===== config.mk =====
export PLATFORM = sky130hd
export DESIGN_NAME = pcc_top
export DESIGN_NICKNAME = d
export VERILOG_FILES = /design/src/core/pcc_offload_sel.v /design/src/core/pcc_top.v
export VERILOG_INCLUDE_DIRS = /design/src /design/src/core
export SDC_FILE = /design/constraint.sdc
export NUM_CORES = 1
export LEC_CHECK = 0
export BUFFER_PORTS_ARGS = -buffer_cell sky130_fd_sc_hd__buf_4
export CORE_UTILIZATION = 45
export DETAILED_ROUTE_END_ITERATION = 8
export GPL_TIMING_DRIVEN = 0
export PLACE_DENSITY_LB_ADDON = 0.1
export SETUP_SLACK_MARGIN = 0.2
export SYNTH_ARGS = -nofsm -noshare
export SYNTH_HDL_FRONTEND = slang
export SYNTH_SLANG_ARGS = --single-unit

===== constraint.sdc =====
create_clock -name pclk -period 6.4 [get_ports pclk]
set_input_delay 1.28 -clock pclk [delete_from_list [all_inputs] [get_ports pclk]]
set_output_delay 1.28 -clock pclk [all_outputs]
set_load 0.1 [all_outputs]

===== src/core/pcc_defs.vh =====
`ifndef PCC_DEFS_VH
`define PCC_DEFS_VH

// ==========================================================================
// register byte addresses
`define PCC_ADDR_CTRL      32'h02310100
`define PCC_ADDR_STATUS    32'h02310104
`define PCC_ADDR_POSTDIV   32'h02310108
`define PCC_ADDR_MAINCFG   32'h0231010C
`define PCC_ADDR_SPEED     32'h02310110
`define PCC_ADDR_MAINCTL1  32'h0262032C
`define PCC_ADDR_MEMCTL1   32'h0262033C
`define PCC_ADDR_PECTL1    32'h02620354

// ==========================================================================
// field positions
`define PCC_CTRL_PATH_EN   0
`define PCC_CTRL_RESET     1
`define PCC_CTRL_ENSRC     5
`define PCC_POSTDIV_HI     22
`define PCC_POSTDIV_LO     19
`define PCC_POSTDIV_DIV2   4'h1
`define PCC_MULT_HI        12
`define PCC_MULT_LO        0
`define PCC_DIV_HI         21
`define PCC_DIV_LO         16
`define PCC_SAT_BIT        6
`define PCC_LOOP_BW_HI     3
`define PCC_LOOP_BW_LO     0
`define PCC_OFFLOAD_SEL    13
`define PCC_ST_LOCK        0
`define PCC_ST_BYPASS      1
`define PCC_ST_OFFLOAD     2
`define PCC_ST_REFUSED     3
`define PCC_ST_SPEED_LO    4

// ==========================================================================
// reset values and boot multipliers for a 100 MHz reference, divide by two
`define PCC_RST_WORD       32'h00000000
`define PCC_BOOT_MULT_800  13'h000F
`define PCC_BOOT_MULT_1000 13'h0013
`define PCC_BOOT_MULT_1200 13'h0017

// ==========================================================================
// timing
`define PCC_LOCK_TIME_US   10
`define PCC_CLK_MHZ        125
`endif


===== src/core/pcc_offload_sel.v =====
module pcc_offload_sel (
    input  wire pclk,
    input  wire presetn,
    input  wire sel,
    input  wire tick_sys,
    input  wire tick_pe,
    output reg  tick_out,
    output reg  cur_src
);
    // ======================================================================
    // switch only at period boundaries of both sources
    localparam RUN       = 2'b00;
    localparam WAIT_OLD  = 2'b01;
    localparam WAIT_NEW  = 2'b10;

    reg  [1:0] state;
    wire       old_tick = cur_src ? tick_pe : tick_sys;
    wire       new_tick = cur_src ? tick_sys : tick_pe;

    always @(posedge pclk or negedge presetn) begin
        if (!presetn) begin
            state    <= RUN;
            cur_src  <= 1'b0;
            tick_out <= 1'b0;
        end else begin
            tick_out <= 1'b0;
            case (state)
                RUN: begin
                    tick_out <= old_tick;
                    if (sel != cur_src)
                        state <= WAIT_OLD;
                end
                WAIT_OLD: begin
                    // finish the running period before letting go
                    tick_out <= old_tick;
                    if (old_tick)
                        state <= WAIT_NEW;
                end
                WAIT_NEW: begin
                    // first new edge only aligns; a partial period is never passed
                    if (new_tick) begin
                        cur_src <= ~cur_src;
                        state   <= RUN;
                    end
                end
                default: state <= RUN;
            endcase
        end
    end
endmodule // pcc_offload_sel


===== src/core/pcc_top.v =====
`include "pcc_defs.vh"

module pcc_top #(
    parameter MULT_W      = 13,
    parameter DIV_W       = 6,
    parameter ACC_W       = 24,
    parameter LOCK_CYCLES = `PCC_LOCK_TIME_US * `PCC_CLK_MHZ
) (
    input  wire        pclk,
    input  wire        presetn,
    input  wire        psel,
    input  wire        penable,
    input  wire        pwrite,
    input  wire [31:0] paddr,
    input  wire [31:0] pwdata,
    output reg  [31:0] prdata,
    output reg         pready,
    output reg         pslverr,
    input  wire [1:0]  speed_grade,
    input  wire        ref_tick,
    input  wire        pe_pll_tick,
    output reg         main_clk_tick,
    output reg         offload_tick,
    output reg         pll_bypass,
    output reg         main_saturation_enable,
    output reg         mem_saturation_enable,
    output reg         pe_saturation_enable
);
    // ======================================================================
    // storage
    reg  [31:0]       ctrl_reg;
    reg  [31:0]       pll_post_divider_control;
    reg  [31:0]       main_cfg_reg;
    reg  [31:0]       main_pll_control_one;
    reg  [31:0]       memory_pll_control_one;
    reg  [31:0]       packet_engine_pll_control_one;
    reg  [1:0]        speed_grade_register;
    reg               boot_done;
    reg               boot_settle;
    reg               refused;
    reg  [15:0]       lock_cnt;
    reg               locked;
    reg  [MULT_W-1:0] act_mult;
    reg  [DIV_W-1:0]  act_div;
    reg  [3:0]        act_post;
    reg  [ACC_W-1:0]  acc;
    reg               pll_tick;
    reg  [31:0]       next_rdata;
    reg               next_err;

    wire [31:0]       lock_full   = LOCK_CYCLES;
    wire [15:0]       lock_target = lock_full[15:0];
    wire              xfer_done   = psel & penable & pready;
    wire              wr_en       = xfer_done & pwrite;
    wire              path_en     = ctrl_reg[`PCC_CTRL_PATH_EN];
    wire              ensrc       = ctrl_reg[`PCC_CTRL_ENSRC];
    wire              pll_rst     = ctrl_reg[`PCC_CTRL_RESET];
    // pll routed only when enabled by either source and locked
    wire              route_pll   = (path_en | ensrc) & locked;
    wire              in_bypass   = ~(path_en | ensrc);
    wire              offload_src;
    wire              sel_tick;

    // ======================================================================
    // address decode, shared by read and write paths
    function [3:0] reg_index;
        input [31:0] a;
        begin
            case (a)
                `PCC_ADDR_CTRL:     reg_index = 4'h1;
                `PCC_ADDR_STATUS:   reg_index = 4'h2;
                `PCC_ADDR_POSTDIV:  reg_index = 4'h3;
                `PCC_ADDR_MAINCFG:  reg_index = 4'h4;
                `PCC_ADDR_SPEED:    reg_index = 4'h5;
                `PCC_ADDR_MAINCTL1: reg_index = 4'h6;
                `PCC_ADDR_MEMCTL1:  reg_index = 4'h7;
                `PCC_ADDR_PECTL1:   reg_index = 4'h8;
                default:            reg_index = 4'h0;
            endcase
        end
    endfunction

    // config writes are refused unless path_en and ensrc are both clear
    wire cfg_addr  = (reg_index(paddr) == 4'h3) | (reg_index(paddr) == 4'h4)
                     | (reg_index(paddr) == 4'h6);
    wire cfg_write = wr_en & cfg_addr;

    // ======================================================================
    // apb slave: one wait state, answer registered
    always @* begin
        next_rdata = 32'h00000000;
        next_err   = 1'b0;
        case (reg_index(paddr))
            4'h1: next_rdata = ctrl_reg;
            4'h2: next_rdata = {26'h0000000, speed_grade_register, refused,
                                offload_src, pll_bypass, locked};
            4'h3: next_rdata = pll_post_divider_control;
            4'h4: next_rdata = main_cfg_reg;
            4'h5: next_rdata = {30'h00000000, speed_grade_register};
            4'h6: next_rdata = main_pll_control_one;
            4'h7: next_rdata = memory_pll_control_one;
            4'h8: next_rdata = packet_engine_pll_control_one;
            default: next_err = 1'b1;
        endcase
        // error is decided in the first access cycle, before pready rises
        if (pwrite & cfg_addr & ~in_bypass)
            next_err = 1'b1;
    end

    always @(posedge pclk or negedge presetn) begin
        if (!presetn) begin
            pready  <= 1'b0;
            pslverr <= 1'b0;
            prdata  <= 32'h00000000;
        end else begin
            pready  <= psel & penable & ~pready;
            pslverr <= psel & penable & ~pready & next_err;
            if (psel & penable & ~pready & ~pwrite)
                prdata <= next_rdata;
        end
    end

    // ======================================================================
    // register writes; boot values taken once after reset release
    always @(posedge pclk or negedge presetn) begin
        if (!presetn) begin
            ctrl_reg                      <= `PCC_RST_WORD;
            pll_post_divider_control      <= `PCC_RST_WORD;
            main_cfg_reg                  <= `PCC_RST_WORD;
            main_pll_control_one          <= `PCC_RST_WORD;
            memory_pll_control_one        <= `PCC_RST_WORD;
            packet_engine_pll_control_one <= `PCC_RST_WORD;
            speed_grade_register          <= 2'h0;
            boot_done                     <= 1'b0;
            refused                       <= 1'b0;
        end else if (!boot_done) begin
            // boot setting picked from speed grade; faster parts need software
            boot_done            <= 1'b1;
            speed_grade_register <= speed_grade;
            pll_post_divider_control[`PCC_POSTDIV_HI:`PCC_POSTDIV_LO] <= `PCC_POSTDIV_DIV2;
            ctrl_reg[`PCC_CTRL_PATH_EN] <= 1'b1;
            case (speed_grade)
                2'h0:    main_cfg_reg[`PCC_MULT_HI:`PCC_MULT_LO] <= `PCC_BOOT_MULT_800;
                2'h1:    main_cfg_reg[`PCC_MULT_HI:`PCC_MULT_LO] <= `PCC_BOOT_MULT_1000;
                default: main_cfg_reg[`PCC_MULT_HI:`PCC_MULT_LO] <= `PCC_BOOT_MULT_1200;
            endcase
        end else if (wr_en) begin
            if (cfg_write & ~in_bypass) begin
                refused <= 1'b1;
            end else begin
                case (reg_index(paddr))
                    4'h1: begin
                        ctrl_reg <= pwdata;
                        refused  <= 1'b0;
                    end
                    4'h3: pll_post_divider_control      <= pwdata;
                    4'h4: main_cfg_reg                  <= pwdata;
                    4'h6: main_pll_control_one          <= pwdata;
                    4'h7: memory_pll_control_one        <= pwdata;
                    4'h8: packet_engine_pll_control_one <= pwdata;
                    default: refused <= refused;
                endcase
            end
        end
    end

    // ======================================================================
    // pll model: settings latched while reset is asserted, then lock timer
    // boot fields land one edge after release, so the latch waits one more
    always @(posedge pclk or negedge presetn) begin
        if (!presetn)
            boot_settle <= 1'b0;
        else
            boot_settle <= boot_done;
    end

    always @(posedge pclk or negedge presetn) begin
        if (!presetn) begin
            act_mult <= {MULT_W{1'b0}};
            act_div  <= {DIV_W{1'b0}};
            act_post <= 4'h0;
            lock_cnt <= 16'h0000;
            locked   <= 1'b0;
        end else if (pll_rst | ~boot_settle) begin
            // fields are sampled every cycle while reset is asserted; the values at release are used
            act_mult <= main_cfg_reg[`PCC_MULT_HI:`PCC_MULT_LO];
            act_div  <= main_cfg_reg[`PCC_DIV_HI:`PCC_DIV_LO];
            act_post <= pll_post_divider_control[`PCC_POSTDIV_HI:`PCC_POSTDIV_LO];
            lock_cnt <= 16'h0000;
            locked   <= 1'b0;
        end else if (!locked) begin
            lock_cnt <= lock_cnt + 16'h0001;
            if (lock_cnt + 16'h0001 >= lock_target)
                locked <= 1'b1;
        end
    end

    // ======================================================================
    // rate generator: ref * (m+1) / ((post+1) * (d+1)); post code 1 halves it
    wire [ACC_W-1:0] step = ref_tick ? {{(ACC_W-MULT_W){1'b0}}, act_mult}
                                       + {{(ACC_W-1){1'b0}}, 1'b1}
                                     : {ACC_W{1'b0}};
    wire [ACC_W-1:0] den  = ({{(ACC_W-4){1'b0}}, act_post} + {{(ACC_W-1){1'b0}}, 1'b1})
                          * ({{(ACC_W-DIV_W){1'b0}}, act_div} + {{(ACC_W-1){1'b0}}, 1'b1});
    wire [ACC_W-1:0] sum  = acc + step;

    always @(posedge pclk or negedge presetn) begin
        if (!presetn) begin
            acc      <= {ACC_W{1'b0}};
            pll_tick <= 1'b0;
        end else if (!locked) begin
            acc      <= {ACC_W{1'b0}};
            pll_tick <= 1'b0;
        end else if (sum >= den) begin
            // at most one pulse per pclk; bursts above pclk rate are spread out
            acc      <= sum - den;
            pll_tick <= 1'b1;
        end else begin
            acc      <= sum;
            pll_tick <= 1'b0;
        end
    end

    // ======================================================================
    // output mux and side outputs
    always @(posedge pclk or negedge presetn) begin
        if (!presetn) begin
            main_clk_tick          <= 1'b0;
            pll_bypass             <= 1'b1;
            offload_tick           <= 1'b0;
            main_saturation_enable <= 1'b0;
            mem_saturation_enable  <= 1'b0;
            pe_saturation_enable   <= 1'b0;
        end else begin
            main_clk_tick          <= route_pll ? pll_tick : ref_tick;
            pll_bypass             <= ~route_pll;
            offload_tick           <= sel_tick;
            main_saturation_enable <= main_pll_control_one[`PCC_SAT_BIT];
            mem_saturation_enable  <= memory_pll_control_one[`PCC_SAT_BIT];
            pe_saturation_enable   <= packet_engine_pll_control_one[`PCC_SAT_BIT];
        end
    end

    // system clock one is the main output tick
    pcc_offload_sel u_offload_sel (
        .pclk     (pclk),
        .presetn  (presetn),
        .sel      (packet_engine_pll_control_one[`PCC_OFFLOAD_SEL]),
        .tick_sys (main_clk_tick),
        .tick_pe  (pe_pll_tick),
        .tick_out (sel_tick),
        .cur_src  (offload_src)
    );
endmodule // pcc_top


-- Word level (Yosys, flattened, before mapping)
Cells that the tools add are included.
- register bits: 306
- input port bits: 73
- output and inout bits: 40
- word-level logic and storage cells: 154
- $add $sub $neg: 6
- $mul: 1
- $lt $le $gt $ge: 2
- eq/ne operators: 35
- muxes and demuxes: 40
- bitwise operators: 21
- reduce and logical (&&, ||, !) cells: 17
- operator list (operator ; number):
    $eq 32x26->1 const B ; 8
    $pmux 32 s8 ; 1
    $mux 23 ; 3
    $mux 13 ; 4
    $mux 24 ; 2
    $mux 16 ; 2
    $pmux 4 s8 ; 1
    $eq 4x3->1 const B ; 7
    $add 24x14->24 ; 1
    $ge 24x12->1 ; 1
    $reduce_and 4->1 ; 6
    $sub 24x12->24 ; 1
    $mux 1 ; 17
    $add 16x1->16 const B ; 1
    $ge 16x11->1 const B ; 1
    $mux 4 ; 4
    $ne 2x1->1 const B ; 8
    $reduce_and 3->1 ; 5
    $add 13x1->14 const B ; 1
    $mux 14 ; 1
    $eq 4x2->1 const B ; 3
    $mul 5x7->12 ; 1
    $and 1x1->1 ; 11
    $pmux 5 s2 ; 1
    other kinds (17) ; 31

-- Logic depth before layout (Yosys ltp)
Gate-level depths: netlist of the first run.
- word-level depth: 15
- depth in mapped cells: 28
- gate-level depth less buffers: 26

-- Cells and area by module
From an unflattened synthesis of the first run, not the netlist that was laid out.
- cell total of the unflattened synthesis: 1646
- area, all modules: 16415.7 um^2
- by module, submodules not included (module ; instances ; cells an instance ; area an instance (um^2) ; seq. area each (um^2)):
    pcc_top ; 1 ; 1629 ; 16223.1 ; 7558.5
    pcc_offload_sel ; 1 ; 17 ; 192.7 ; 100.1

-- Worst setup path before layout of the first run
OpenSTA, ideal clock, no wires.
- path type: reg-to-reg
- from: register act_post[0]
- to: register acc[18]
- setup time: 0.134 ns
- arrival: 5.527 ns
- data required time: 6.266 ns
- slack: 0.739 ns
- cell stages (with the launch flop): 25
- path buffers: 1
- clock period less this slack: 5.661 ns
- path through: dfrtp_1 clkbuf_1 nand3_1 xor2_1 nand2b_1 fa_1 fa_1 fa_1 inv_1 ha_1 a21oi_1 o21ai_0 and2_1 o21ai_0 nand2b_1 a21o_1 a21oi_1 xor2_1 ha_1 or3_1 o221ai_1 nand2_1 o31a_1 a21oi_1 nor3_2
- cells in the longest elaborated chain, start to end: 5
- elaborated cells between the ends (all ways): 6
- classes of those cells: add/sub: 2; mul: 1; order compare: 1; mux: 2
- ends and longest elaborated chain (what ; RTL line ; text):
    start: declaration ; pcc_top.v:45 ; reg [3:0] act_post;
    start signal: assignment ; pcc_top.v:188 ; act_post <= pll_post_divider_control[`PCC_POSTDIV_HI:`PCC_POSTDIV_LO];
    $add 4x1->5 * ; pcc_top.v:203 ; wire [ACC_W-1:0] den = ({{(ACC_W-4){1'b0}}, act_post} + {{(ACC_W-1){1'b0}}, 1'b1})
    $mul 5x7->12 * ; pcc_top.v:204 ; * ({{(ACC_W-DIV_W){1'b0}}, act_div} + {{(ACC_W-1){1'b0}}, 1'b1});
    $sub 24x12->24 or $ge 24x12->1 (tied branches) ; pcc_top.v:216, pcc_top.v:214 ;
    $mux 24 * ; pcc_top.v:214 ; end else if (sum >= den) begin
    $mux 24 * ; pcc_top.v:211 ; end else if (!locked) begin
    end signal: assignment ; pcc_top.v:212 ; acc <= {ACC_W{1'b0}};
    end signal: assignment ; pcc_top.v:216 ; acc <= sum - den;
    end signal: assignment ; pcc_top.v:219 ; acc <= sum;
    end: declaration ; pcc_top.v:46 ; reg [ACC_W-1:0] acc;
Every way passes the cells marked *; elsewhere a longest branch is shown, timed or not.
A chain may end at the register's enable or synchronous reset.

-- Worst setup path after layout of the first run
- from: register act_post[1]
- to: register acc[21]
The elaborated chain is that of the path after synthesis.

==> impl_metrics.yaml, run 1 <==
drt:
  drtAntennaViolNets: 0
  via_per_inst: 5.54
  remaining_drc_errors: 0
  drtIter0Drc: 568
  first_pass_iters: 5
  routedWlPerCell_um: 19.1
  wl_mm: 43.3
  vias: 12600
setup_path:
  cp.arrival_ns: 6.41
  rr_startpoint: "act_post[1]$_DFFE_PN0N_"
  crit_slowest_cell: "fa_1"
  worstSetupStartpoint: "act_post[1]$_DFFE_PN0N_"
  critPathMaxStageDelay_ns: 0.55
  crit_type: "flip-flop to flip-flop"
  crit_required_ns: 6.85
  reg2reg_to: "acc[21]$_DFF_PN0_"
  rr_worst_depth: 24
  crit_path_frequent_cell: "fa_1"
  r2r_slack_ns: 0.44
  path_cells: "ha_4 -> xnor2_4 -> or2_2 -> fa_1 -> fa_1 -> fa_1 -> inv_1 -> ha_1 -> a21oi_1 -> o21ai_1 -> and2_1 -> o21ai_0 -> nand2b_1 -> a21o_1 -> a21oi_2 -> xor2_1 -> ha_1 -> or3_4 -> o221ai_4 -> and2_4 -> nand3_2 -> buf_6 -> a31o_1 -> a21oi_2"
  crit_end: "acc[21]$_DFF_PN0_"
  critPathMaxFanout: 10
  cp-end-kind: "flip-flop"
  critPathLaunchType: "flip-flop"
placement:
  gp_routability_congestion: 0.849
  dp_hpwl_mm: 31.4
  place_area_um2: 18200
  dp_worst_setup_slack_ns: -0.209
  place.port_buffers: 111
  dpl.cell_count: 2190
logic_synthesis:
  syn_nets: 1749
  ys_seq_area_share_pct: 46.0
  yosysTopAreaCellShare_pct: 45.9
  ys_ff_latch: 306
  synthesis.yosys.warnings: 0
  synth_most_common_cell: "dfrtp_1"
  yosysTopAreaCell: "dfrtp_1"
  ys_types: 79
  synth_edf_count: 0
  synth_common_cells: "305 x dfrtp_1, 177 x mux2_2, 164 x nand2_1"
  synth_cells: 1608
  synth.cell_area_um2: 16600
  async_flop_share_pct: 100
  avgSynthCellArea_um2: 10.4
  synthTopCellsByArea: "dfrtp_1 46%, mux2_2 12%, mux2i_1 4.1%, ha_1 3.8%, nand2_1 3.7%"
  ys.flop_type: "dfrtp_1"
clock_tree:
  cts_hold_buf: 0
  ctsHtreeMaxLevel: 2
  clock_sinks: 306
  numCtsBuffers: 36
  worstSkewPairLatency_ns: 0.53
  cts_max_path_buffers: 3
  cts_root_buf: "clkbuf_16"
  tritoncts: "yes"
  clkTransAtPathRegs_ns: 0.06
timing:
  finalSetupViolCount: 0
  rsz0062_at_grt: "no"
  min_period_over_period_pct: 93.1
  tightest_slew_ns: 1.07
  max_slew_margin_pct: 28.8
  clock.fmax_ghz: 0.168
  finalHoldViolCount: 0
  fin_crit_ns: 5.96
  final_max_slew_viol_count: 0
  finClkSkew_ns: 0.0263
  finalWorstSetupSlack_ns: 0.443
floorplanning:
  fp.dieArea_um2: 37800
  die_height_um: 194
  top_level_ports: 113
  core_area_um2: 36500
  dieWidth_um: 194
  rows: 70
  start_util_pct: 45.6
global_route:
  antenna_found_initial: 1
  grt_pass1_wl_mm: 69.5
  grt_remaining_overflow: 0
  grt_max_degree: 112
  grt_pass1_vias: 12700
  grt_usage_pct: 23.2
power_and_ir_drop:
  peakVddDrop_mv: 0.194
  cellPowerDensity_nw_per_um2: 251
  leakage_nw: 9.45
worst_hold_path:
  min_path_type: "flip-flop to flip-flop"
job:
  cap_violations: 0
finish:
  multi_input_area_um2: 8610
  final_area_um2: 19700
  final_cells: 2267
  seq_area_um2: 7660
  layout-drive-gt1-share_pct: 24.2
  nets: 1913
  area_delta_synth_final_pct: 18.2
  fillCellCount: 3272
outcome:
  status: "complete, no violations"
## critical path: cells and delay by family (launching register included)
kind                     cells  cell delay, ns
XOR/XNOR                     2            0.35
adder cells (fa/ha/maj)      6            2.36
AND/OR/NAND/NOR              6            1.36
AO/OA/AOI/OAI                8            1.14
flip-flops                   1            0.44
buffers and inverters        2            0.24
## cells in the final DEF, fill, tap and decap left out, types with 10 or more instances in the layout
cell type	instances
dfrtp_1	303
nand3_1	40
nand2_1	163
clkbuf_1	66
and3_1	10
o21ai_1	15
a21boi_0	17
buf_2	10
inv_1	50
nor2_1	136
o21ai_0	76
xor2_1	25
xnor2_1	41
nand4_1	12
clkbuf_16	38
a21o_1	13
buf_4	125
ha_1	48
fa_1	17
or3_1	10
and2_1	15
a21oi_1	109
mux2_2	177
nor3_1	20
mux2i_1	69
nor2b_1	10
## cells by family (layout without fill, tap and decap cells)
family / Yosys count / in the layout / share of synthesized area [%]
AND/OR/NAND/NOR: 474 / 474 / 13.3
AO/OA/AOI/OAI: 312 / 312 / 11.7
flip-flops: 306 / 306 / 46.0
multiplexers: 246 / 246 / 16.1
buffers and inverters: 131 / 321 / 3.22
XOR/XNOR: 70 / 70 / 3.68
adder cells (fa/ha/maj): 68 / 68 / 5.88
other: 1 / 2 / 0.0225
## timing repair
item / CTS / global route
cloned: 0 / 1
gates resized for setup: 15 / 29
pin swaps: 1 / 8
setup buffers: 0 / 11
endpoints found under the setup margin: 25 / 25
## where the power goes
group	switching (mW)	internal (mW)	leakage, nW
clock network	0.812	1.34	0.613
registers	0.0337	1.98	4.14
logic	0.552	0.219	4.70
total	1.40	3.54	9.45
## layout make-up
type / instances / share of cell area [%]
tap: 468 / 2.98
timing repair buffer: 126 / 5.17
multi-input combinational: 1171 / 43.8
clock inverter: 13 / 1.02
clock buffer: 51 / 5.29
antenna: 1 / 0.0127
sequential: 306 / 38.9
inverter: 50 / 0.954
buffer: 81 / 1.84
## through the flow
stage          util, %  hold WS [ns]  total power [mW]  setup TNS, ns
3_5_place_dp      49.7         0.371              2.79          -3.38
5_1_grt           53.9         0.394              5.10              0
2_1_floorplan        -         0.331              2.55              0
3_3_place_gp      49.5         0.359              2.78          -2.31
6_report          53.9         0.389              4.93              0
4_1_cts           53.3         0.380              4.96              0
## per-layer routing
metal | global-route usage (%) | vias up | part of all wire (%)
li1 | - | 5956 | -
met1 | 30.5 | 6289 | 45
met2 | 39.9 | 245 | 49
met3 | 3.04 | 70 | 3.3
met4 | 7.26 | 0 | 2.6
met5 | 0 | - | 0
## worst min path at each step
stage / startpoint / cells after the start / slack [ns] / endpoint
6_report: boot_done$_DFF_PN0_ / 0 / 0.39 / boot_settle$_DFF_PN0_
5_1_grt: boot_done$_DFF_PN0_ / 0 / 0.39 / boot_settle$_DFF_PN0_
4_1_cts: boot_done$_DFF_PN0_ / 0 / 0.38 / boot_settle$_DFF_PN0_
3_5_place_dp: boot_done$_DFF_PN0_ / 0 / 0.37 / boot_settle$_DFF_PN0_
3_3_place_gp: boot_done$_DFF_PN0_ / 0 / 0.36 / boot_settle$_DFF_PN0_
2_1_floorplan: u_offload_sel.tick_out$_DFF_PN0_ / 0 / 0.33 / offload_tick$_DFF_PN0_
Note: power is estimated with default switching activity, not from simulation.
==> inputs of run 2 (changes only) <==
- ABC_AREA: not set -> 1
==> run 2 against run 1 <==
Against the previous run:
- area after synthesis rose by 2.7%
- setup slack better by 0.089 ns
- highest routed layer unchanged
- final cell count up 29%
- critical endpoint is now acc[1]$_DFF_PN0_
- final area increased by 2.8%
- flip-flop and latch count did not move
- clock-buffer cell count down 4
- total power decreased by 5.7%
- non-clock buffer count increased by 6
- wire length is 15% higher
- utilization grew 0.097 points
==> impl_metrics.yaml, run 2 <==
outcome:
  status: "complete, no violations"
logic_synthesis:
  synthTopCellsByArea: "dfrtp_1 45%, nand2_1 15%, o21ai_0 6.5%, inv_1 5.2%, nand3_1 4.6%"
  synth-compound-area-share_pct: 11.7
  synth_cells: 2227
  avgSynthCellArea_um2: 7.67
  ys_seq_area_share_pct: 44.8
  synth_most_common_cell: "nand2_1"
  yosysTopAreaCell: "dfrtp_1"
  ys_ff_latch: 306
  syn_nets: 2368
  ys_types: 57
  synth_xor_area_share_pct: 2.51
  synth-simple-area-share_pct: 27.5
  synth.cell_area_um2: 17100
  synthAdderAreaFrac_pct: 5.72
  synth_top_family_by_area: "simple AND/OR/NAND/NOR gates"
  synth_edf_count: 0
  synthesis.yosys.warnings: 0
  synth_mux_area_share_pct: 0
  ys.flop_type: "dfrtp_1"
  synth_common_cells: "680 x nand2_1, 305 x dfrtp_1, 238 x inv_1"
  async_flop_share_pct: 100
  yosysTopAreaCellShare_pct: 44.7
timing:
  min_period_over_period_pct: 91.7
  fin_crit_ns: 5.87
  final_max_slew_viol_count: 0
  finalSetupTns_ns: 0
  rsz0062_at_grt: "no"
  holdWs_ns: 0.348
  finalSetupViolCount: 0
  max_slew_margin_pct: 27.4
  clock.fmax_ghz: 0.170
  finClkSkew_ns: 0.0162
  tightest_slew_ns: 1.09
  finalHoldViolCount: 0
finish:
  antenna_cells: 0
  layout-drive-gt1-share_pct: 12.8
  mostFrequentLayoutCells: "678 x nand2_1, 303 x dfrtp_1, 234 x inv_1"
  area_delta_synth_final_pct: 18.3
  fillCellCount: 3707
  nets: 2536
  layout_commonest_cell: "nand2_1"
floorplanning:
  core_area_um2: 37500
  start_util_pct: 45.6
  dieWidth_um: 197
  die_height_um: 197
  rows: 71
  fp.dieArea_um2: 38800
  top_level_ports: 113
clock_tree:
  worstSkewPairLatency_ns: 0.53
  clock_sinks: 306
  cts_root_buf: "clkbuf_16"
  clkTransAtPathRegs_ns: 0.06
  ctsHtreeMaxLevel: 2
  tritoncts: "yes"
  cts_hold_buf: 0
  numCtsBuffers: 36
  cts_max_path_buffers: 3
setup_path:
  worstSetupStartpoint: "act_div[1]$_DFFE_PN0N_"
  critPathMaxFanout: 6
  cp.arrival_ns: 6.28
  cp-end-kind: "flip-flop"
  rr_startpoint: "act_div[1]$_DFFE_PN0N_"
  rr_worst_depth: 28
  crit_type: "flip-flop to flip-flop"
  critPathLaunchType: "flip-flop"
  crit_required_ns: 6.81
  crit_slowest_cell: "fa_1"
  crit_path_frequent_cell: "nand2_1"
  critPathMaxStageDelay_ns: 0.57
global_route:
  grt_pass1_wl_mm: 79.4
  grt_pass1_vias: 14700
  grt_remaining_overflow: 0
  grt_usage_pct: 26.2
  grt_max_degree: 106
  antenna_found_initial: 0
placement:
  dp_hpwl_mm: 36.7
  gp_routability_congestion: 0.905
  place.port_buffers: 112
drt:
  drtIter0Drc: 1005
  via_per_inst: 5.24
  vias: 15300
  drtAntennaViolNets: 0
  first_pass_iters: 5
  wl_mm: 49.9
  remaining_drc_errors: 0
  routedWlPerCell_um: 17.0
power_and_ir_drop:
  leakage_nw: 10.4
  total_power_mw: 4.65
  cellPowerDensity_nw_per_um2: 230
  peakVddDrop_mv: 0.151
worst_hold_path:
  min_path_type: "flip-flop to flip-flop"
  hp-start: "u_offload_sel.tick_out$_DFF_PN0_"
  worstHoldPathCells: 0
job:
  cap_violations: 0
[run 2: power breakdown]
part,internal [mW],switching [mW]
clock network,1.31,0.849
logic,0.178,0.323
registers,1.96,0.0257
total,3.46,1.20
[run 2: final cells by class]
type | count | area (um2) | share of cell area [%]
Buffer | 83 | 408 | 2.02
Clock buffer | 47 | 1040 | 5.16
Clock inverter | 15 | 196 | 0.971
Inverter | 248 | 935 | 4.62
Multi-Input combinational cell | 1590 | 8300 | 41.0
Sequential cell | 306 | 7660 | 37.9
Tap cell | 511 | 639 | 3.16
Timing Repair Buffer | 130 | 1050 | 5.18
[run 2: through the flow]
| step | area (um2) | instances | utilization [%] | setup slack [ns] |
|---|---|---|---|---|
| final | 20200 | 2930 | 54.0 | 0.531 |
| after CTS | 19900 | 2915 | 53.2 | 0.203 |
| after detailed placement | 18700 | 2853 | 49.8 | -0.0778 |
| after floorplan | 17100 | 2227 | - | 0.779 |
| after global placement | 18600 | 2850 | 49.5 | 0.0254 |
| after global routing | 20200 | 2930 | 54.0 | 0.194 |
[run 2: repair_timing]
item / 4_1_cts / 5_1_grt
gates cloned: 0 / 2
pin swaps: 0 / 15
setup endpoints to repair: 25 / 25
buffers inserted: 0 / 13
resized for setup: 7 / 46
[run 2: metal layers]
| metal | vias to the layer above | global-route usage [%] | share of wire [%] | wire length (um) |
|---|---|---|---|---|
| li1 | 7506 | - | - | - |
| met1 | 7326 | 35.7 | 45 | 22500 |
| met2 | 429 | 42.4 | 46 | 23000 |
| met3 | 88 | 3.99 | 5.6 | 2810 |
| met4 | 0 | 9.04 | 3.1 | 1570 |
| met5 | - | 0 | 0 | 0 |
[run 2: critical path, delay by kind of cell (launching register included)]
| kind | cells | cell delay, ns |
|---|---|---|
| AOI/OAI and AO/OA | 5 | 0.70 |
| xor gates and xnor gates | 1 | 0.20 |
| adders and majority gates | 6 | 2.54 |
| buffers and inverters | 4 | 0.42 |
| DFF | 1 | 0.40 |
| and+or+nand+nor | 12 | 1.50 |
[run 2: path summary, 6_finish.rpt]
kind                                                              to  slack, ns
worst max-delay path                                acc[1]$_DFF_PN0_       0.53
worst min-delay path                          offload_tick$_DFF_PN0_       0.35
worst max register to register                      acc[1]$_DFF_PN0_       0.53
worst min register to register                offload_tick$_DFF_PN0_       0.35
max in group asynchronous       main_pll_control_one[29]$_DFFE_PN0P_       4.58
min in group asynchronous                          acc[22]$_DFF_PN0_       0.60
[run 2: cell families after synthesis]
logic type / Yosys count
compound gates: 378
fa+ha+maj: 68
flops: 306
buf+inv: 331
other cells: 1
simple gates: 1094
xor+xnor: 49
